<file path="config.mk">
export PLATFORM = sky130hd
export DESIGN_NAME = dlsq_top
export DESIGN_NICKNAME = d
export VERILOG_FILES = /design/src/rtl/dlsq_sync.v /design/src/rtl/dlsq_top.v
export VERILOG_INCLUDE_DIRS = /design/src /design/src/shared
export SDC_FILE = /design/constraint.sdc
export NUM_CORES = 1
export LEC_CHECK = 0
export BUFFER_PORTS_ARGS = -buffer_cell sky130_fd_sc_hd__buf_2
export CAP_MARGIN = 20
export CORE_ASPECT_RATIO = 1.4
export CORE_MARGIN = 8
export CORE_UTILIZATION = 55
export DETAILED_ROUTE_END_ITERATION = 8
export PLACE_DENSITY = 0.88
export SYNTH_ARGS = -nofsm -noshare
export SYNTH_HDL_FRONTEND = slang
export SYNTH_HIERARCHICAL = 1
export SYNTH_SLANG_ARGS = --single-unit
</file>
<file path="constraint.sdc">
create_clock -name CLOCK -period 10.25 [get_ports CLOCK]
set_input_delay 1.025 -clock CLOCK [delete_from_list [all_inputs] [get_ports CLOCK]]
set_output_delay 1.025 -clock CLOCK [all_outputs]
set_load 0.05 [all_outputs]
</file>
<file path="src/shared/dlsq_regs.vh">
// constants for the DLL relock / frequency change / write leveling sequencer
// assumes a 25 MHz system clock; memory pins are sampled, never used as clocks
//
// Behaviour
// controller starts DLL-on switch from idle, RTT off
// controller waits tCKSRE, then stable clock tCKSRX
// CKE high from SR exit through tDLLK
// ODT low through tDLLK if ODT was enabled
// after tXS, MR1 A0=0 enables DLL
// after tMRD, MR0 A8=1 resets DLL
// reprogram CL, CWL, WR; ZQCL after tMOD
// wait tMOD; locked-DLL commands after tDLLK
// clock change only in SR or PPD
// device ignores clock in SR after tCKSRE
// PPD change: tCKSRE after CKE low, ODT low
// ODT and CKE held low during change
// stable clock before PPD exit, then DLL reset
// relock period: ODT low, CKE high
// MR1 A7 enters and leaves write leveling
// MR1 A12 disables output buffer
// leveling: ODT switches DQS termination only
// RTT_Nom limited when outputs enabled
// DQ undefined on entry; only NOP allowed
// ODT accepted tMOD after leveling entry
// controller launches single strobe edge after tWLMRD
// sample CK on strobe rise, return on DQ
// feedback per byte lane, upper and lower
// feedback valid within tWLO
// prime-DQ mode holds other DQs low
// controller counts each wait in cycles
`ifndef DLSQ_REGS_VH
`define DLSQ_REGS_VH

// register byte offsets
`define DLSQ_CTRL_OFS 4'h0
`define DLSQ_STAT_OFS 4'h4
`define DLSQ_MR0_OFS 4'h8
`define DLSQ_MR1_OFS 4'hC

// control fields and reset value
`define DLSQ_CTRL_PRIME_BIT 0
`define DLSQ_CTRL_ERRCLR_BIT 1
`define DLSQ_CTRL_RST 32'h00000000

// mode register fields
`define DLSQ_MR1_DLL_DIS_BIT 0
`define DLSQ_MR1_WLVL_BIT 7
`define DLSQ_MR1_QOFF_BIT 12
`define DLSQ_MR1_RTT_LO_BIT 2
`define DLSQ_MR1_RTT_MID_BIT 6
`define DLSQ_MR1_RTT_HI_BIT 9
`define DLSQ_MR0_DLL_RST_BIT 8
`define DLSQ_MR_RST 16'h0000

// states
`define DLSQ_ST_IDLE 2'h0
`define DLSQ_ST_SREF 2'h1
`define DLSQ_ST_PPD 2'h2

// timing
`define DLSQ_CLK_PERIOD_PS 40000
`define DLSQ_TCKSRE_PS 10000
`define DLSQ_TCKSRE_CYC ((`DLSQ_TCKSRE_PS + `DLSQ_CLK_PERIOD_PS - 1) / `DLSQ_CLK_PERIOD_PS)
`define DLSQ_TDLLK_NCK 512
`define DLSQ_TMOD_NCK 12

`endif

</file>
<file path="src/rtl/dlsq_sync.v">
// two-stage synchroniser for a group of pin levels
// assumes the inputs are asynchronous to clk
`timescale 1ns/1ps
`default_nettype none
module dlsq_sync #(
    parameter W = 1
) (
    input wire clk,
    input wire rst_n,
    input wire [W-1:0] din,
    output reg [W-1:0] dout
);
    reg [W-1:0] meta_r;

    always @(posedge clk or negedge rst_n) begin
        if (!rst_n) begin
            meta_r <= {W{1'b0}};
            dout <= {W{1'b0}};
        end else begin
            meta_r <= din;
            dout <= meta_r;
        end
    end
endmodule
`default_nettype wire

</file>
<file path="src/rtl/dlsq_top.v">
// device-side sequencer: self-refresh / power-down tracking, DLL relock,
// write leveling feedback and termination control, AXI4-Lite status port
// assumes memory pins arrive asynchronously and are oversampled by CLOCK
`timescale 1ns/1ps
`default_nettype none
`include "dlsq_regs.vh"
module dlsq_top #(
    parameter TDLLK_NCK = `DLSQ_TDLLK_NCK,
    parameter TMOD_NCK = `DLSQ_TMOD_NCK
) (
    // clock and reset
    input wire CLOCK,
    input wire NRST,
    // memory command pins
    input wire CK,
    input wire CKE,
    input wire ODT,
    input wire CS_N,
    input wire RAS_N,
    input wire CAS_N,
    input wire WE_N,
    input wire [2:0] BA,
    input wire [15:0] ADDR,
    // strobes, true side per byte lane
    input wire DQS_L,
    input wire DQS_U,
    // data pins and termination
    output reg [15:0] DQ_O,
    output reg [15:0] DQ_OE_N,
    output reg RTT_DQS_ON,
    output reg RTT_DQ_ON,
    // axi4-lite slave
    input wire [3:0] S_AXI_AWADDR,
    input wire S_AXI_AWVALID,
    output wire S_AXI_AWREADY,
    input wire [31:0] S_AXI_WDATA,
    input wire [3:0] S_AXI_WSTRB,
    input wire S_AXI_WVALID,
    output wire S_AXI_WREADY,
    output reg [1:0] S_AXI_BRESP,
    output reg S_AXI_BVALID,
    input wire S_AXI_BREADY,
    input wire [3:0] S_AXI_ARADDR,
    input wire S_AXI_ARVALID,
    output wire S_AXI_ARREADY,
    output reg [31:0] S_AXI_RDATA,
    output reg [1:0] S_AXI_RRESP,
    output reg S_AXI_RVALID,
    input wire S_AXI_RREADY
);
    // ------------------------------------------------------------
    // reset release and pin synchronisers
    // ------------------------------------------------------------
    reg rst_meta_r;
    reg rst_n_r;
    wire rst_n;

    always @(posedge CLOCK or negedge NRST) begin
        if (!NRST) begin
            rst_meta_r <= 1'b0;
            rst_n_r <= 1'b0;
        end else begin
            rst_meta_r <= 1'b1;
            rst_n_r <= rst_meta_r;
        end
    end
    assign rst_n = rst_n_r;

    wire [27:0] pins_s;

    // lower strobe in bit 0 so the strobe index matches the DQ byte lane
    dlsq_sync #(.W(28)) dlsq_sync_i (
        .clk(CLOCK),
        .rst_n(rst_n),
        .din({CK, CKE, ODT, CS_N, RAS_N, CAS_N, WE_N, BA, ADDR, DQS_U, DQS_L}),
        .dout(pins_s)
    );

    wire ck_s = pins_s[27];
    wire cke_s = pins_s[26];
    wire odt_s = pins_s[25];
    wire [3:0] cmd_s = pins_s[24:21];
    wire [2:0] ba_s = pins_s[20:18];
    wire [15:0] addr_s = pins_s[17:2];
    wire [1:0] dqs_s = pins_s[1:0];

    reg ck_d_r;
    reg [1:0] dqs_d_r;
    wire ck_rise = ck_s & ~ck_d_r;
    wire [1:0] dqs_rise = dqs_s & ~dqs_d_r;

    always @(posedge CLOCK or negedge rst_n) begin
        if (!rst_n) begin
            ck_d_r <= 1'b0;
            dqs_d_r <= 2'h0;
        end else begin
            ck_d_r <= ck_s;
            dqs_d_r <= dqs_s;
        end
    end

    // ------------------------------------------------------------
    // command decode and power state
    // ------------------------------------------------------------
    localparam [3:0] CMD_MRS = 4'h0;
    localparam [3:0] CMD_REF = 4'h1;

    reg [1:0] state_r;
    reg cke_prev_r;
    reg [15:0] mr0_r;
    reg [15:0] mr1_r;
    reg odt_feat_r;
    reg [3:0] sre_cnt_r;
    reg clk_ignored_r;
    reg relock_r;
    reg [9:0] dllk_cnt_r;
    reg dll_locked_r;
    reg [4:0] wl_odt_cnt_r;
    reg seq_err_r;
    reg [31:0] ctrl_r;
    reg aw_got_r;
    reg w_got_r;
    reg [3:0] aw_addr_r;
    reg [31:0] w_data_r;

    wire is_mrs = ck_rise & cke_s & (cmd_s == CMD_MRS);
    wire wlvl = mr1_r[`DLSQ_MR1_WLVL_BIT];
    wire qoff = mr1_r[`DLSQ_MR1_QOFF_BIT];
    wire dll_on = ~mr1_r[`DLSQ_MR1_DLL_DIS_BIT];
    wire rtt_nom_en = mr1_r[`DLSQ_MR1_RTT_HI_BIT] | mr1_r[`DLSQ_MR1_RTT_MID_BIT] |
                      mr1_r[`DLSQ_MR1_RTT_LO_BIT];
    wire wl_odt_ok = (wl_odt_cnt_r == 5'h00);
    wire wr_fire = aw_got_r & w_got_r & ~S_AXI_BVALID;
    wire err_clr = wr_fire & (aw_addr_r == `DLSQ_CTRL_OFS) & w_data_r[`DLSQ_CTRL_ERRCLR_BIT];
    wire relock_bad = relock_r & (~cke_s | (odt_feat_r & odt_s));

    always @(posedge CLOCK or negedge rst_n) begin
        if (!rst_n) begin
            state_r <= `DLSQ_ST_IDLE;
            cke_prev_r <= 1'b0;
            mr0_r <= `DLSQ_MR_RST;
            mr1_r <= `DLSQ_MR_RST;
            odt_feat_r <= 1'b0;
            sre_cnt_r <= 4'h0;
            clk_ignored_r <= 1'b0;
        end else begin
            if (ck_rise) begin
                cke_prev_r <= cke_s;
            end
            case (state_r)
                `DLSQ_ST_IDLE: begin
                    if (ck_rise & cke_prev_r & ~cke_s) begin
                        odt_feat_r <= rtt_nom_en;
                        sre_cnt_r <= 4'h0;
                        clk_ignored_r <= 1'b0;
                        state_r <= (cmd_s == CMD_REF) ? `DLSQ_ST_SREF : `DLSQ_ST_PPD;
                    end
                    if (is_mrs & (ba_s == 3'h0)) begin
                        mr0_r <= addr_s;
                    end
                    if (is_mrs & (ba_s == 3'h1)) begin
                        mr1_r <= addr_s;
                    end
                end
                `DLSQ_ST_SREF, `DLSQ_ST_PPD: begin
                    // clock is a don't care once tCKSRE has passed
                    if (sre_cnt_r < `DLSQ_TCKSRE_CYC) begin
                        sre_cnt_r <= sre_cnt_r + 4'h1;
                    end else begin
                        clk_ignored_r <= 1'b1;
                    end
                    // exit is taken from the CKE level, not a clock edge
                    if (cke_s & clk_ignored_r) begin
                        state_r <= `DLSQ_ST_IDLE;
                        cke_prev_r <= 1'b1;
                    end
                end
                default: begin
                    state_r <= `DLSQ_ST_IDLE;
                end
            endcase
        end
    end

    // ------------------------------------------------------------
    // DLL relock window and leveling ODT acceptance
    // ------------------------------------------------------------
    always @(posedge CLOCK or negedge rst_n) begin
        if (!rst_n) begin
            relock_r <= 1'b0;
            dllk_cnt_r <= 10'h000;
            dll_locked_r <= 1'b0;
            wl_odt_cnt_r <= 5'h00;
            seq_err_r <= 1'b0;
        end else begin
            if ((state_r != `DLSQ_ST_IDLE) & cke_s & clk_ignored_r) begin
                relock_r <= 1'b1;
                dll_locked_r <= 1'b0;
                dllk_cnt_r <= 10'h000;
            end else if (is_mrs & (ba_s == 3'h0) & addr_s[`DLSQ_MR0_DLL_RST_BIT] & dll_on) begin
                dllk_cnt_r <= TDLLK_NCK[9:0];
                dll_locked_r <= 1'b0;
            end else if (ck_rise & (dllk_cnt_r != 10'h000)) begin
                dllk_cnt_r <= dllk_cnt_r - 10'h001;
                if (dllk_cnt_r == 10'h001) begin
                    dll_locked_r <= 1'b1;
                    relock_r <= 1'b0;
                end
            end
            if (is_mrs & (ba_s == 3'h1) & addr_s[`DLSQ_MR1_DLL_DIS_BIT]) begin
                dll_locked_r <= 1'b0;
            end
            // odt is only honoured tMOD after the leveling entry write
            if (is_mrs & (ba_s == 3'h1) & addr_s[`DLSQ_MR1_WLVL_BIT] & ~wlvl) begin
                wl_odt_cnt_r <= TMOD_NCK[4:0];
            end else if (ck_rise & ~wl_odt_ok) begin
                wl_odt_cnt_r <= wl_odt_cnt_r - 5'h01;
            end
            // set wins over a simultaneous software clear
            if (relock_bad) begin
                seq_err_r <= 1'b1;
            end else if (err_clr) begin
                seq_err_r <= 1'b0;
            end
        end
    end

    // ------------------------------------------------------------
    // termination and leveling feedback
    // ------------------------------------------------------------
    reg [1:0] ck_smp_r;
    wire prime_only = ctrl_r[`DLSQ_CTRL_PRIME_BIT];
    wire odt_live = odt_s & (state_r == `DLSQ_ST_IDLE);

    always @(posedge CLOCK or negedge rst_n) begin
        if (!rst_n) begin
            ck_smp_r <= 2'h0;
            DQ_O <= 16'h0000;
            DQ_OE_N <= 16'hFFFF;
            RTT_DQS_ON <= 1'b0;
            RTT_DQ_ON <= 1'b0;
        end else begin
            // each lane's strobe samples the clock level
            if (dqs_rise[0]) begin
                ck_smp_r[0] <= ck_s;
            end
            if (dqs_rise[1]) begin
                ck_smp_r[1] <= ck_s;
            end
            if (wlvl) begin
                RTT_DQS_ON <= odt_live & wl_odt_ok;
                RTT_DQ_ON <= 1'b0;
            end else begin
                RTT_DQS_ON <= odt_live & rtt_nom_en;
                RTT_DQ_ON <= odt_live & rtt_nom_en;
            end
            if (wlvl & ~qoff) begin
                DQ_OE_N <= 16'h0000;
                if (prime_only) begin
                    DQ_O <= {7'h00, ck_smp_r[1], 7'h00, ck_smp_r[0]};
                end else begin
                    DQ_O <= {{8{ck_smp_r[1]}}, {8{ck_smp_r[0]}}};
                end
            end else begin
                DQ_OE_N <= 16'hFFFF;
                DQ_O <= 16'h0000;
            end
        end
    end

    // ------------------------------------------------------------
    // axi4-lite slave
    // ------------------------------------------------------------
    reg [3:0] w_strb_r;
    reg [31:0] rd_nxt;
    reg rd_ok_nxt;
    wire [31:0] status = {22'h0, seq_err_r, wl_odt_ok, qoff, wlvl, dll_locked_r,
                          dll_on, relock_r, clk_ignored_r, state_r};
    integer i;

    assign S_AXI_AWREADY = ~aw_got_r & ~S_AXI_BVALID;
    assign S_AXI_WREADY = ~w_got_r & ~S_AXI_BVALID;
    assign S_AXI_ARREADY = ~S_AXI_RVALID;

    always @* begin
        rd_nxt = 32'h00000000;
        rd_ok_nxt = 1'b1;
        case (S_AXI_ARADDR)
            `DLSQ_CTRL_OFS: rd_nxt = ctrl_r;
            `DLSQ_STAT_OFS: rd_nxt = status;
            `DLSQ_MR0_OFS: rd_nxt = {16'h0000, mr0_r};
            `DLSQ_MR1_OFS: rd_nxt = {16'h0000, mr1_r};
            default: rd_ok_nxt = 1'b0;
        endcase
    end

    always @(posedge CLOCK or negedge rst_n) begin
        if (!rst_n) begin
            aw_got_r <= 1'b0;
            w_got_r <= 1'b0;
            aw_addr_r <= 4'h0;
            w_data_r <= 32'h00000000;
            w_strb_r <= 4'h0;
            ctrl_r <= `DLSQ_CTRL_RST;
            S_AXI_BVALID <= 1'b0;
            S_AXI_BRESP <= 2'h0;
            S_AXI_RVALID <= 1'b0;
            S_AXI_RRESP <= 2'h0;
            S_AXI_RDATA <= 32'h00000000;
        end else begin
            if (S_AXI_AWVALID & S_AXI_AWREADY) begin
                aw_got_r <= 1'b1;
                aw_addr_r <= S_AXI_AWADDR;
            end
            if (S_AXI_WVALID & S_AXI_WREADY) begin
                w_got_r <= 1'b1;
                w_data_r <= S_AXI_WDATA;
                w_strb_r <= S_AXI_WSTRB;
            end
            if (wr_fire) begin
                aw_got_r <= 1'b0;
                w_got_r <= 1'b0;
                S_AXI_BVALID <= 1'b1;
                // only control is writable; the clear bit is self-clearing
                if (aw_addr_r == `DLSQ_CTRL_OFS) begin
                    S_AXI_BRESP <= 2'h0;
                    for (i = 0; i < 4; i = i + 1) begin
                        if (w_strb_r[i]) begin
                            ctrl_r[i*8 +: 8] <= w_data_r[i*8 +: 8];
                        end
                    end
                    ctrl_r[`DLSQ_CTRL_ERRCLR_BIT] <= 1'b0;
                end else begin
                    S_AXI_BRESP <= 2'h2;
                end
            end else if (S_AXI_BVALID & S_AXI_BREADY) begin
                S_AXI_BVALID <= 1'b0;
            end
            if (S_AXI_ARVALID & S_AXI_ARREADY) begin
                S_AXI_RVALID <= 1'b1;
                S_AXI_RDATA <= rd_nxt;
                S_AXI_RRESP <= rd_ok_nxt ? 2'h0 : 2'h2;
            end else if (S_AXI_RVALID & S_AXI_RREADY) begin
                S_AXI_RVALID <= 1'b0;
            end
        end
    end
endmodule
`default_nettype wire

</file>
* Word level (Yosys, flattened, before mapping)
Cells that the tools add are included.
** Storage, ports and cells
- Input bits :: 79
- Logic and storage cells :: 184
- Bits in registers :: 267
** Operators by class
- Reductions and logical operators :: 34
- Bitwise operators :: 49
- Add/subtract/negate cells :: 3
- Muxes and demuxes :: 46
- $lt $le $gt $ge :: 1
- Equality and inequality tests :: 13
** Operators with widths (number)
- 32-bit one-hot mux with 4 select lines :: 1
- 16-bit 2-to-1 mux :: 3
- 1-bit bitwise AND :: 34
- 10-bit 2-to-1 mux :: 3
- 1-bit 2-to-1 mux :: 27
- 3-bit AND reduction :: 7
- 2-bit nonzero test :: 10
- 4-bit logical NOT :: 3
- 10-bit by 1-bit == test with 1-bit output (second input constant) :: 1
- 2-bit 2-to-1 mux :: 5
- 5-bit 2-to-1 mux :: 2
- 2-bit != test (second input constant) :: 5
- 1-bit NOT :: 10
- 2-bit AND reduction :: 5
- 10-bit nonzero test :: 1
- 10-bit by 1-bit subtractor with 10-bit output (second input constant) :: 1
- 4-bit == test (second input constant) :: 2
- 4-bit 2-to-1 mux :: 2
- 4-bit one-hot mux with 2 select lines :: 1
- 4-bit nonzero test :: 2
- 5-bit logical NOT :: 1
- 5-bit by 1-bit subtractor with 5-bit output (second input constant) :: 1
- 4-bit by 1-bit adder with 4-bit output (second input constant) :: 1
- 4-bit by 1-bit == test with 1-bit output (second input constant) :: 1
- 15 further kinds :: 17

* Logic depth before layout (Yosys ltp)
Gate-level depths: netlist of the first run.
- Depth after elaboration :: 10
- Mapped depth :: 7

* By module
Netlist of the first run, hierarchy kept.
** By module, submodules not included
- dlsq_top :: area each 7805.0 µm², instances 1, cells an instance 613
- dlsq_sync :: area each 1401.3 µm², instances 1, cells an instance 56

* Worst setup path before layout of the first run
No wires, ideal clock.
- Path type :: reg2reg
- Start :: register S_AXI_BVALID
- End :: register w_data_r[10]
- Library setup time :: 125 ps
- Data required time :: 10125 ps
- Data arrival time :: 2453 ps
- Stages on the path, launching flop included :: 6
- Period minus slack after synthesis :: 2578 ps
- Setup slack :: 7672 ps
- Cell sequence :: dfrtp_1 > nor2_1 > and2_1 > clkbuf_1 > buf_2 > mux2_2
** On the way
- Longest elaborated chain between the ends :: 3
** Ends and longest elaborated chain
- start, declared :: line dlsq_top.v:41 : output reg S_AXI_BVALID,
- start signal, assigned :: line dlsq_top.v:305 : S_AXI_BVALID <= 1'b0;
- start signal, assigned :: line dlsq_top.v:323 : S_AXI_BVALID <= 1'b1;
- start signal, assigned :: line dlsq_top.v:337 : S_AXI_BVALID <= 1'b0;
- 1-bit NOT :: line dlsq_top.v:282 : assign S_AXI_WREADY = ~w_got_r & ~S_AXI_BVALID;
- 1-bit bitwise AND :: line dlsq_top.v:282
- net S_AXI_WREADY :: line dlsq_top.v:39 : output wire S_AXI_WREADY,
- 1-bit bitwise AND :: line dlsq_top.v:315 : if (S_AXI_WVALID & S_AXI_WREADY) begin
- end signal, assigned :: line dlsq_top.v:302 : w_data_r <= 32'h00000000;
- end signal, assigned :: line dlsq_top.v:317 : w_data_r <= S_AXI_WDATA;
- end, declared :: line dlsq_top.v:124 : reg [31:0] w_data_r;
The timed path passes the listed nets, and every way through them passes these cells.
A chain may end at the register's enable or synchronous reset.

* Final worst setup path of the first run
- Start :: input S_AXI_ARADDR[2]
- End :: register S_AXI_RDATA[30]
** On the way
- Longest elaborated chain between the ends :: 2
** Ends and longest elaborated chain
- start, declared :: line dlsq_top.v:43 : input wire [3:0] S_AXI_ARADDR,
- 4-bit == test (tied with other cells) :: line dlsq_top.v:288 : case (S_AXI_ARADDR)
- 32-bit one-hot mux with 4 select lines * :: line dlsq_top.v:288
- end signal, assigned :: line dlsq_top.v:341 : S_AXI_RDATA <= rd_nxt;
- end, declared :: line dlsq_top.v:46 : output reg [31:0] S_AXI_RDATA,
Every way passes the cells marked *; elsewhere a longest branch is shown, timed or not.

==> summary.md, run 1 <==
| Metric | Value |
|---|---|
| CTS clock-pin slew for the worst setup and hold paths | 0.07 ns |
| # rows | 56 |
| Setup Skew | 0.0142 ns |
| Synth Flop Type | dfrtp_1 |
| Initial antenna violation count | 1 |
| DR DRC count | 0 |
| Synth Area in Compound Gates | 0.0641 |
| Avg Inst Size Synth | 13.8 µm² |
| GR Overflow Total | 0 |
| Post-Syn Area | 9210 µm² |
| Peak supply drop | 0.210 mV |
| XOR/XNOR Fraction of Synth Area | 0.00476 |
| Status | finished, final reports clean |
| Final WL | 19.8 mm |
| Tot GR Track Use | 0.190 |
| Die Width | 125 µm |
| Worst-skew pair later-pin latency | 0.50 ns |
| Synth warnings | 6 |
| CTS Buffer Depth | 3 |
| Yosys top cell area share | 0.644 |
| Synth top cells by count | dfrtp_1, mux2_2, nand2_1 |
| Largest family of logic cells by synthesized area | multiplexers |
| Register area share after synthesis | 0.647 |
| EDFF count, synth | 0 |
| Largest net degree at the start of global routing | 83 |
| Mux share of post-synthesis cell area | 0.154 |
| Postcts setup bufs | 0 |
| Adder-Cell Fraction of Synth Area | 0.00815 |
| Final Hold Violating Endpoints | 0 |
| Met1 wire length | 7.70 mm |
| PortBufs | 151 |
| Top-count cell post-synth | dfrtp_1 |
| RSZ-0062 raised after global routing | no |
| # diodes | 0 |
| Avg WL per Cell | 19.4 µm |
| Number of global-route vias before repair | 6,268 |
| Share of layout cells above drive strength 1 | 0.386 |
| Starting Density | 0.554 |
| Worst Tran Pin Value | 1.04 ns |
| CORE AREA | 16,600 µm² |
| Synth area leader | dfrtp_1 |
| Chip Height | 169 µm |
| Post-Synthesis Cells | 669 |
| Antenna viol nets, final | 0 |
| WL met3 | 1.18 mm |
| First-pass GRT wire length | 32.4 mm |
| Yosys reg bits | 238 |
| Worst EP required | 10.69 ns |
| Area Overhead vs Synth | 17.7% |
| Tmin final | 2.51 ns |
| CP Max Fanout | 16 |
| Post-CTS Hold Fix Bufs | 0 |
| PwrDens | 248 nW/µm² |
| Crit path launch type | primary input |
| Final WS setup | 7.74 ns |
| Vias | 5,682 |
| Fill count | 1,154 |
| Post-synth cell types | 59 |
| Cts repair resizes | 0 |
| CP Capture Type | register |
| Final period util | 0.244 |
| CTS Sinks | 238 |
| Initial drt markers | 376 |
| CTS tree | done |
| CTS Root Cell | clkbuf_16 |
| Fin. max-slew vios | 0 |
| Met2 routed WL | 10.5 mm |
| Die Area | 21,200 µm² |
| Max-cap violations | 0 |
| Relative slew slack | 0.303 |
| Ports | 154 |
| DP Wirelength | 13.8 mm |
| Layout Nets | 888 |
| Hold WC Path Type | register to asynchronous set/reset pin |
| Area contributors post-synth | dfrtp_1, mux2_2, buf_4, mux2i_1, a22o_1 |
| Simple-gate share of the synthesized area | 0.0779 |
| Fmax | 399 MHz |
| CP arrival | 2.94 ns |
| Top Metal Used | met5 |
| Placer Congestion | 0.864 |
| Classification of the worst setup path | primary input to register |
| Final setup viols | 0 |
| Vias per inst | 5.56 |
| CTS buffer count | 22 |
| H-Tree Depth | 1 |
| Leak pwr | 5.38 nW |
| Drt first pass iters | 4 |
| Pre-CTS setup slack | 7.25 ns |
| Setup TNS | 0 ns |
| FFs w/ async S/R, synth | 1.00 |
-- through the flow --
stage	util	hold WS, ns	instances	power, mW	area [µm²]
2_1_floorplan	-	0.331	670	1.62	9210
3_3_place_gp	0.598	0.163	978	1.72	9940
3_5_place_dp	0.598	0.167	978	1.75	9940
4_1_cts	0.650	0.171	1018	2.70	10800
5_1_grt	0.653	0.183	1022	2.82	10800
6_report	0.653	0.162	1022	2.69	10800
-- area by class of cell --
class,instances,area [µm²],share of cell area
Tap cell,203,254,0.0234
Clock buffer,25,593,0.0547
Clock inverter,15,263,0.0242
Inverter,19,71.3,0.00658
Multi-Input combinational cell,362,2860,0.264
Timing Repair Buffer,160,836,0.0771
Sequential cell,238,5960,0.550
-- power by group --
part | leakage (nW) | switching, mW | internal [mW]
clock | 0.415 | 0.345 | 0.595
combinational | 1.94 | 0.276 | 0.234
sequential | 3.02 | 0.125 | 1.12
total | 5.38 | 0.746 | 1.95
-- registers in the layout (all words and copies together) (netlist names), 2 cells and up --
name / cells
DQ_O: 4
S_AXI_RDATA: 32
aw_addr_r: 4
ck_smp_r: 2
ctrl_r: 31
dllk_cnt_r: 10
dlsq_sync_i/dout: 28
dlsq_sync_i/meta_r: 28
dqs_d_r: 2
mr0_r: 16
mr1_r: 16
sre_cnt_r: 4
state_r: 2
w_data_r: 32
w_strb_r: 4
wl_odt_cnt_r: 5
-- logic make-up (layout without fill, tap and decap cells) --
logic type,after synthesis,in the layout
DFF,238,238
AOI/OAI and AO/OA,87,87
and+or+nand+nor,136,136
muxes,125,125
xor gates and xnor gates,5,5
buffers and inverters,70,219
adders and majority gates,6,6
other,2,3
-- final timing paths --
kind                                              from                      to  slack, ns  depth (start not counted)
worst max-delay path                   S_AXI_ARADDR[2]         S_AXI_RDATA[30]       7.74                          4
worst min-delay path                             rst_n  dlsq_sync_i/meta_r[15]       0.16                          0
worst max register to register    dlsq_sync_i/dout[26]                mr1_r[3]       7.93                          4
worst min register to register                   rst_n  dlsq_sync_i/meta_r[15]       0.16                          0
max in group asynchronous                        rst_n               mr0_r[11]       8.30                          3
min in group CLOCK              dlsq_sync_i/meta_r[26]    dlsq_sync_i/dout[26]       0.35                          0
-- worst max-delay path, stage by stage --
cell and delay, ns:
buf_2 0.15, or3_1 0.63, nor3_2 0.87, a22o_1 0.26
-- cell usage in the layout, fill, tap and decap left out, types with 3 or more instances in the layout --
master     instances
dfrtp_1          236
buf_2            151
mux2_2            94
nand2_1           41
nor2_1            39
clkbuf_16         23
o21ai_0           22
mux2i_1           20
inv_1             19
a21oi_1           19
a22o_1            19
mux2_4            10
nor3_1             9
a221oi_1           9
bufinv_16          7
ha_1               6
nand2b_1           5
nor2b_1            5
buf_4              5
a31oi_1            4
a21o_1             4
clkinv_2           4
and2_1             3
nor4_1             3
or3_1              3
xnor2_1            3
nand4_1            3
conb_1             3
clkbuf_2           3
-- per-layer routing --
layer | global-route usage | up-vias
met5 | 0 | -
met4 | 0.0584 | 2
met3 | 0.0403 | 34
met2 | 0.348 | 201
met1 | 0.219 | 2865
li1 | - | 2580
No activity file was read; power rests on OpenSTA's default activity.
==> inputs of run 2 (changes only) <==
==> constraint.sdc (replaced) <==
create_clock -name CLOCK -period 2.6 [get_ports CLOCK]
set_input_delay 0.26 -clock CLOCK [delete_from_list [all_inputs] [get_ports CLOCK]]
set_output_delay 0.26 -clock CLOCK [all_outputs]
set_load 0.05 [all_outputs]
==> summary.md, run 2 (same netlist as run 1, synthesis figures left out) <==
| Metric | Value |
|---|---|
| Final WS setup | 0.439 ns |
| Drt first pass iters | 4 |
| CTS tree | done |
| DP Wirelength | 14.5 mm |
| Postcts setup bufs | 0 |
| Area Overhead vs Synth | 25.1% |
| H-Tree Depth | 1 |
| Top Registers | S_AXI_RDATA x32, w_data_r x32, ctrl_r x31 |
| Number of global-route vias before repair | 6,801 |
| Crit path launch type | register |
| GR Overflow Total | 0 |
| CP arrival | 2.54 ns |
| Critical Path Slowest Stage Cell | or4b_4 |
| Pre-CTS setup slack | 0.467 ns |
| R2R setup slack | 0.44 ns |
| Worst Tran Pin Value | 0.744 ns |
| Max-cap violations | 0 |
| Antenna viol nets, final | 0 |
| Worst-path cell chain | or4b_4 > nor2_2 > nand4_2 > buf_4 > mux2_2 |
| Cts repair resizes | 0 |
| RR Endpoint | mr1_r[15] |
| Final setup viols | 0 |
| Hold_sp | S_AXI_WDATA[5] |
| Chip Height | 169 µm |
| Fmax | 463 MHz |
| CP bufs+invs | 1 |
| Leak pwr | 5.69 nW |
| CP Max Fanout | 9 |
| Most common cell after layout, fill and taps aside | dfrtp_1 |
| Ports | 154 |
| Vias | 6,054 |
| Tmin final | 2.16 ns |
| Final period util | 0.831 |
| Worst EP required | 2.98 ns |
| Initial antenna violation count | 1 |
| # diodes | 0 |
| Fin. max-slew vios | 0 |
| Worst-skew pair later-pin latency | 0.50 ns |
| Status | finished, final reports clean |
| Final WL | 21.7 mm |
| Avg WL per Cell | 19.7 µm |
| Setup TNS | 0 ns |
| Tot GR Track Use | 0.209 |
| DR DRC count | 0 |
| Critical path's top delay family | simple AND/OR/NAND/NOR gates |
| Vias per inst | 5.50 |
| Die Width | 125 µm |
| Largest net degree at the start of global routing | 55 |
| Most frequent cells in the layout | dfrtp_1, buf_2, mux2_2 |
| Post-CTS Hold Fix Bufs | 61 |
| CP Capture Type | register |
| Worst R2R Start | dlsq_sync_i/dout[21] |
| Classification of the worst setup path | register to register |
| Layout Nets | 966 |
| CTS Buffer Depth | 3 |
| Setup Skew | 0.0123 ns |
| Share of layout cells above drive strength 1 | 0.366 |
| Die Area | 21,200 µm² |
| Initial drt markers | 335 |
| Slowest Stage Delay on Critical Path | 0.57 ns |
| PortBufs | 151 |
| Hold endpoint | w_data_r[5] |
| # rows | 56 |
| Peak supply drop | 0.723 mV |
| PwrDens | 912 nW/µm² |
| Worst R2R Path Depth | 5 |
| Final Hold Violating Endpoints | 0 |
| CTS Root Cell | clkbuf_16 |
| RSZ-0062 raised after global routing | no |
| Hold WC Path Type | primary input to register |
| Final Core Density | 0.694 |
| CORE AREA | 16,600 µm² |
| Hold-critical path depth | 2 |
| CTS clock-pin slew for the worst setup and hold paths | 0.06 ns |
| Relative slew slack | 0.504 |
| Placer Congestion | 0.856 |
| CTS Sinks | 238 |
| Starting Density | 0.554 |
| CTS buffer count | 23 |
| First-pass GRT wire length | 35.5 mm |
-- run 2: worst max path at each step --
stage,startpoint,endpoint,slack [ns],cells past startpoint
finish,dlsq_sync_i/dout[21],mr1_r[15],0.44,5
global route,dlsq_sync_i/dout[21],mr1_r[15],0.34,5
CTS,dlsq_sync_i/dout[21],mr1_r[15],0.44,5
detailed placement,dlsq_sync_i/dout[21],mr1_r[14],0.47,5
global placement,dlsq_sync_i/dout[21],mr1_r[13],0.54,5
floorplan,S_AXI_BVALID,w_data_r[10],0.02,5
-- run 2: stage by stage --
stage	hold WS, ns	total power [mW]	area [µm²]	cells
global placement	0.0463	6.89	10100	997
finish	0.0157	10.5	11500	1100
floorplan	-0.0356	6.38	9210	670
detailed placement	0.0475	7.01	10100	997
CTS	0.00322	10.5	11500	1099
global route	0.00181	11.0	11500	1100
-- run 2: per-layer routing --
| layer | track usage | wire length (µm) |
|---|---|---|
| met3 | 0.0469 | 1340 |
| met2 | 0.399 | 12000 |
| met5 | 0 | 13 |
| met1 | 0.220 | 7690 |
| met4 | 0.0755 | 633 |
-- run 2: cell type report --
class / instances / area [µm²]
inverter: 19 / 71.3
tap: 203 / 254
multi-input combinational: 362 / 2860
fill: 1106 / 5090
clock inverter: 9 / 130
sequential: 238 / 5960
timing repair buffer: 237 / 1590
clock buffer: 32 / 649
-- run 2: where the power goes --
group	leakage [nW]	switching [mW]	internal (mW)
clock	0.381	1.36	2.05
sequential	3.02	0.522	4.41
combinational	2.29	1.13	1.03
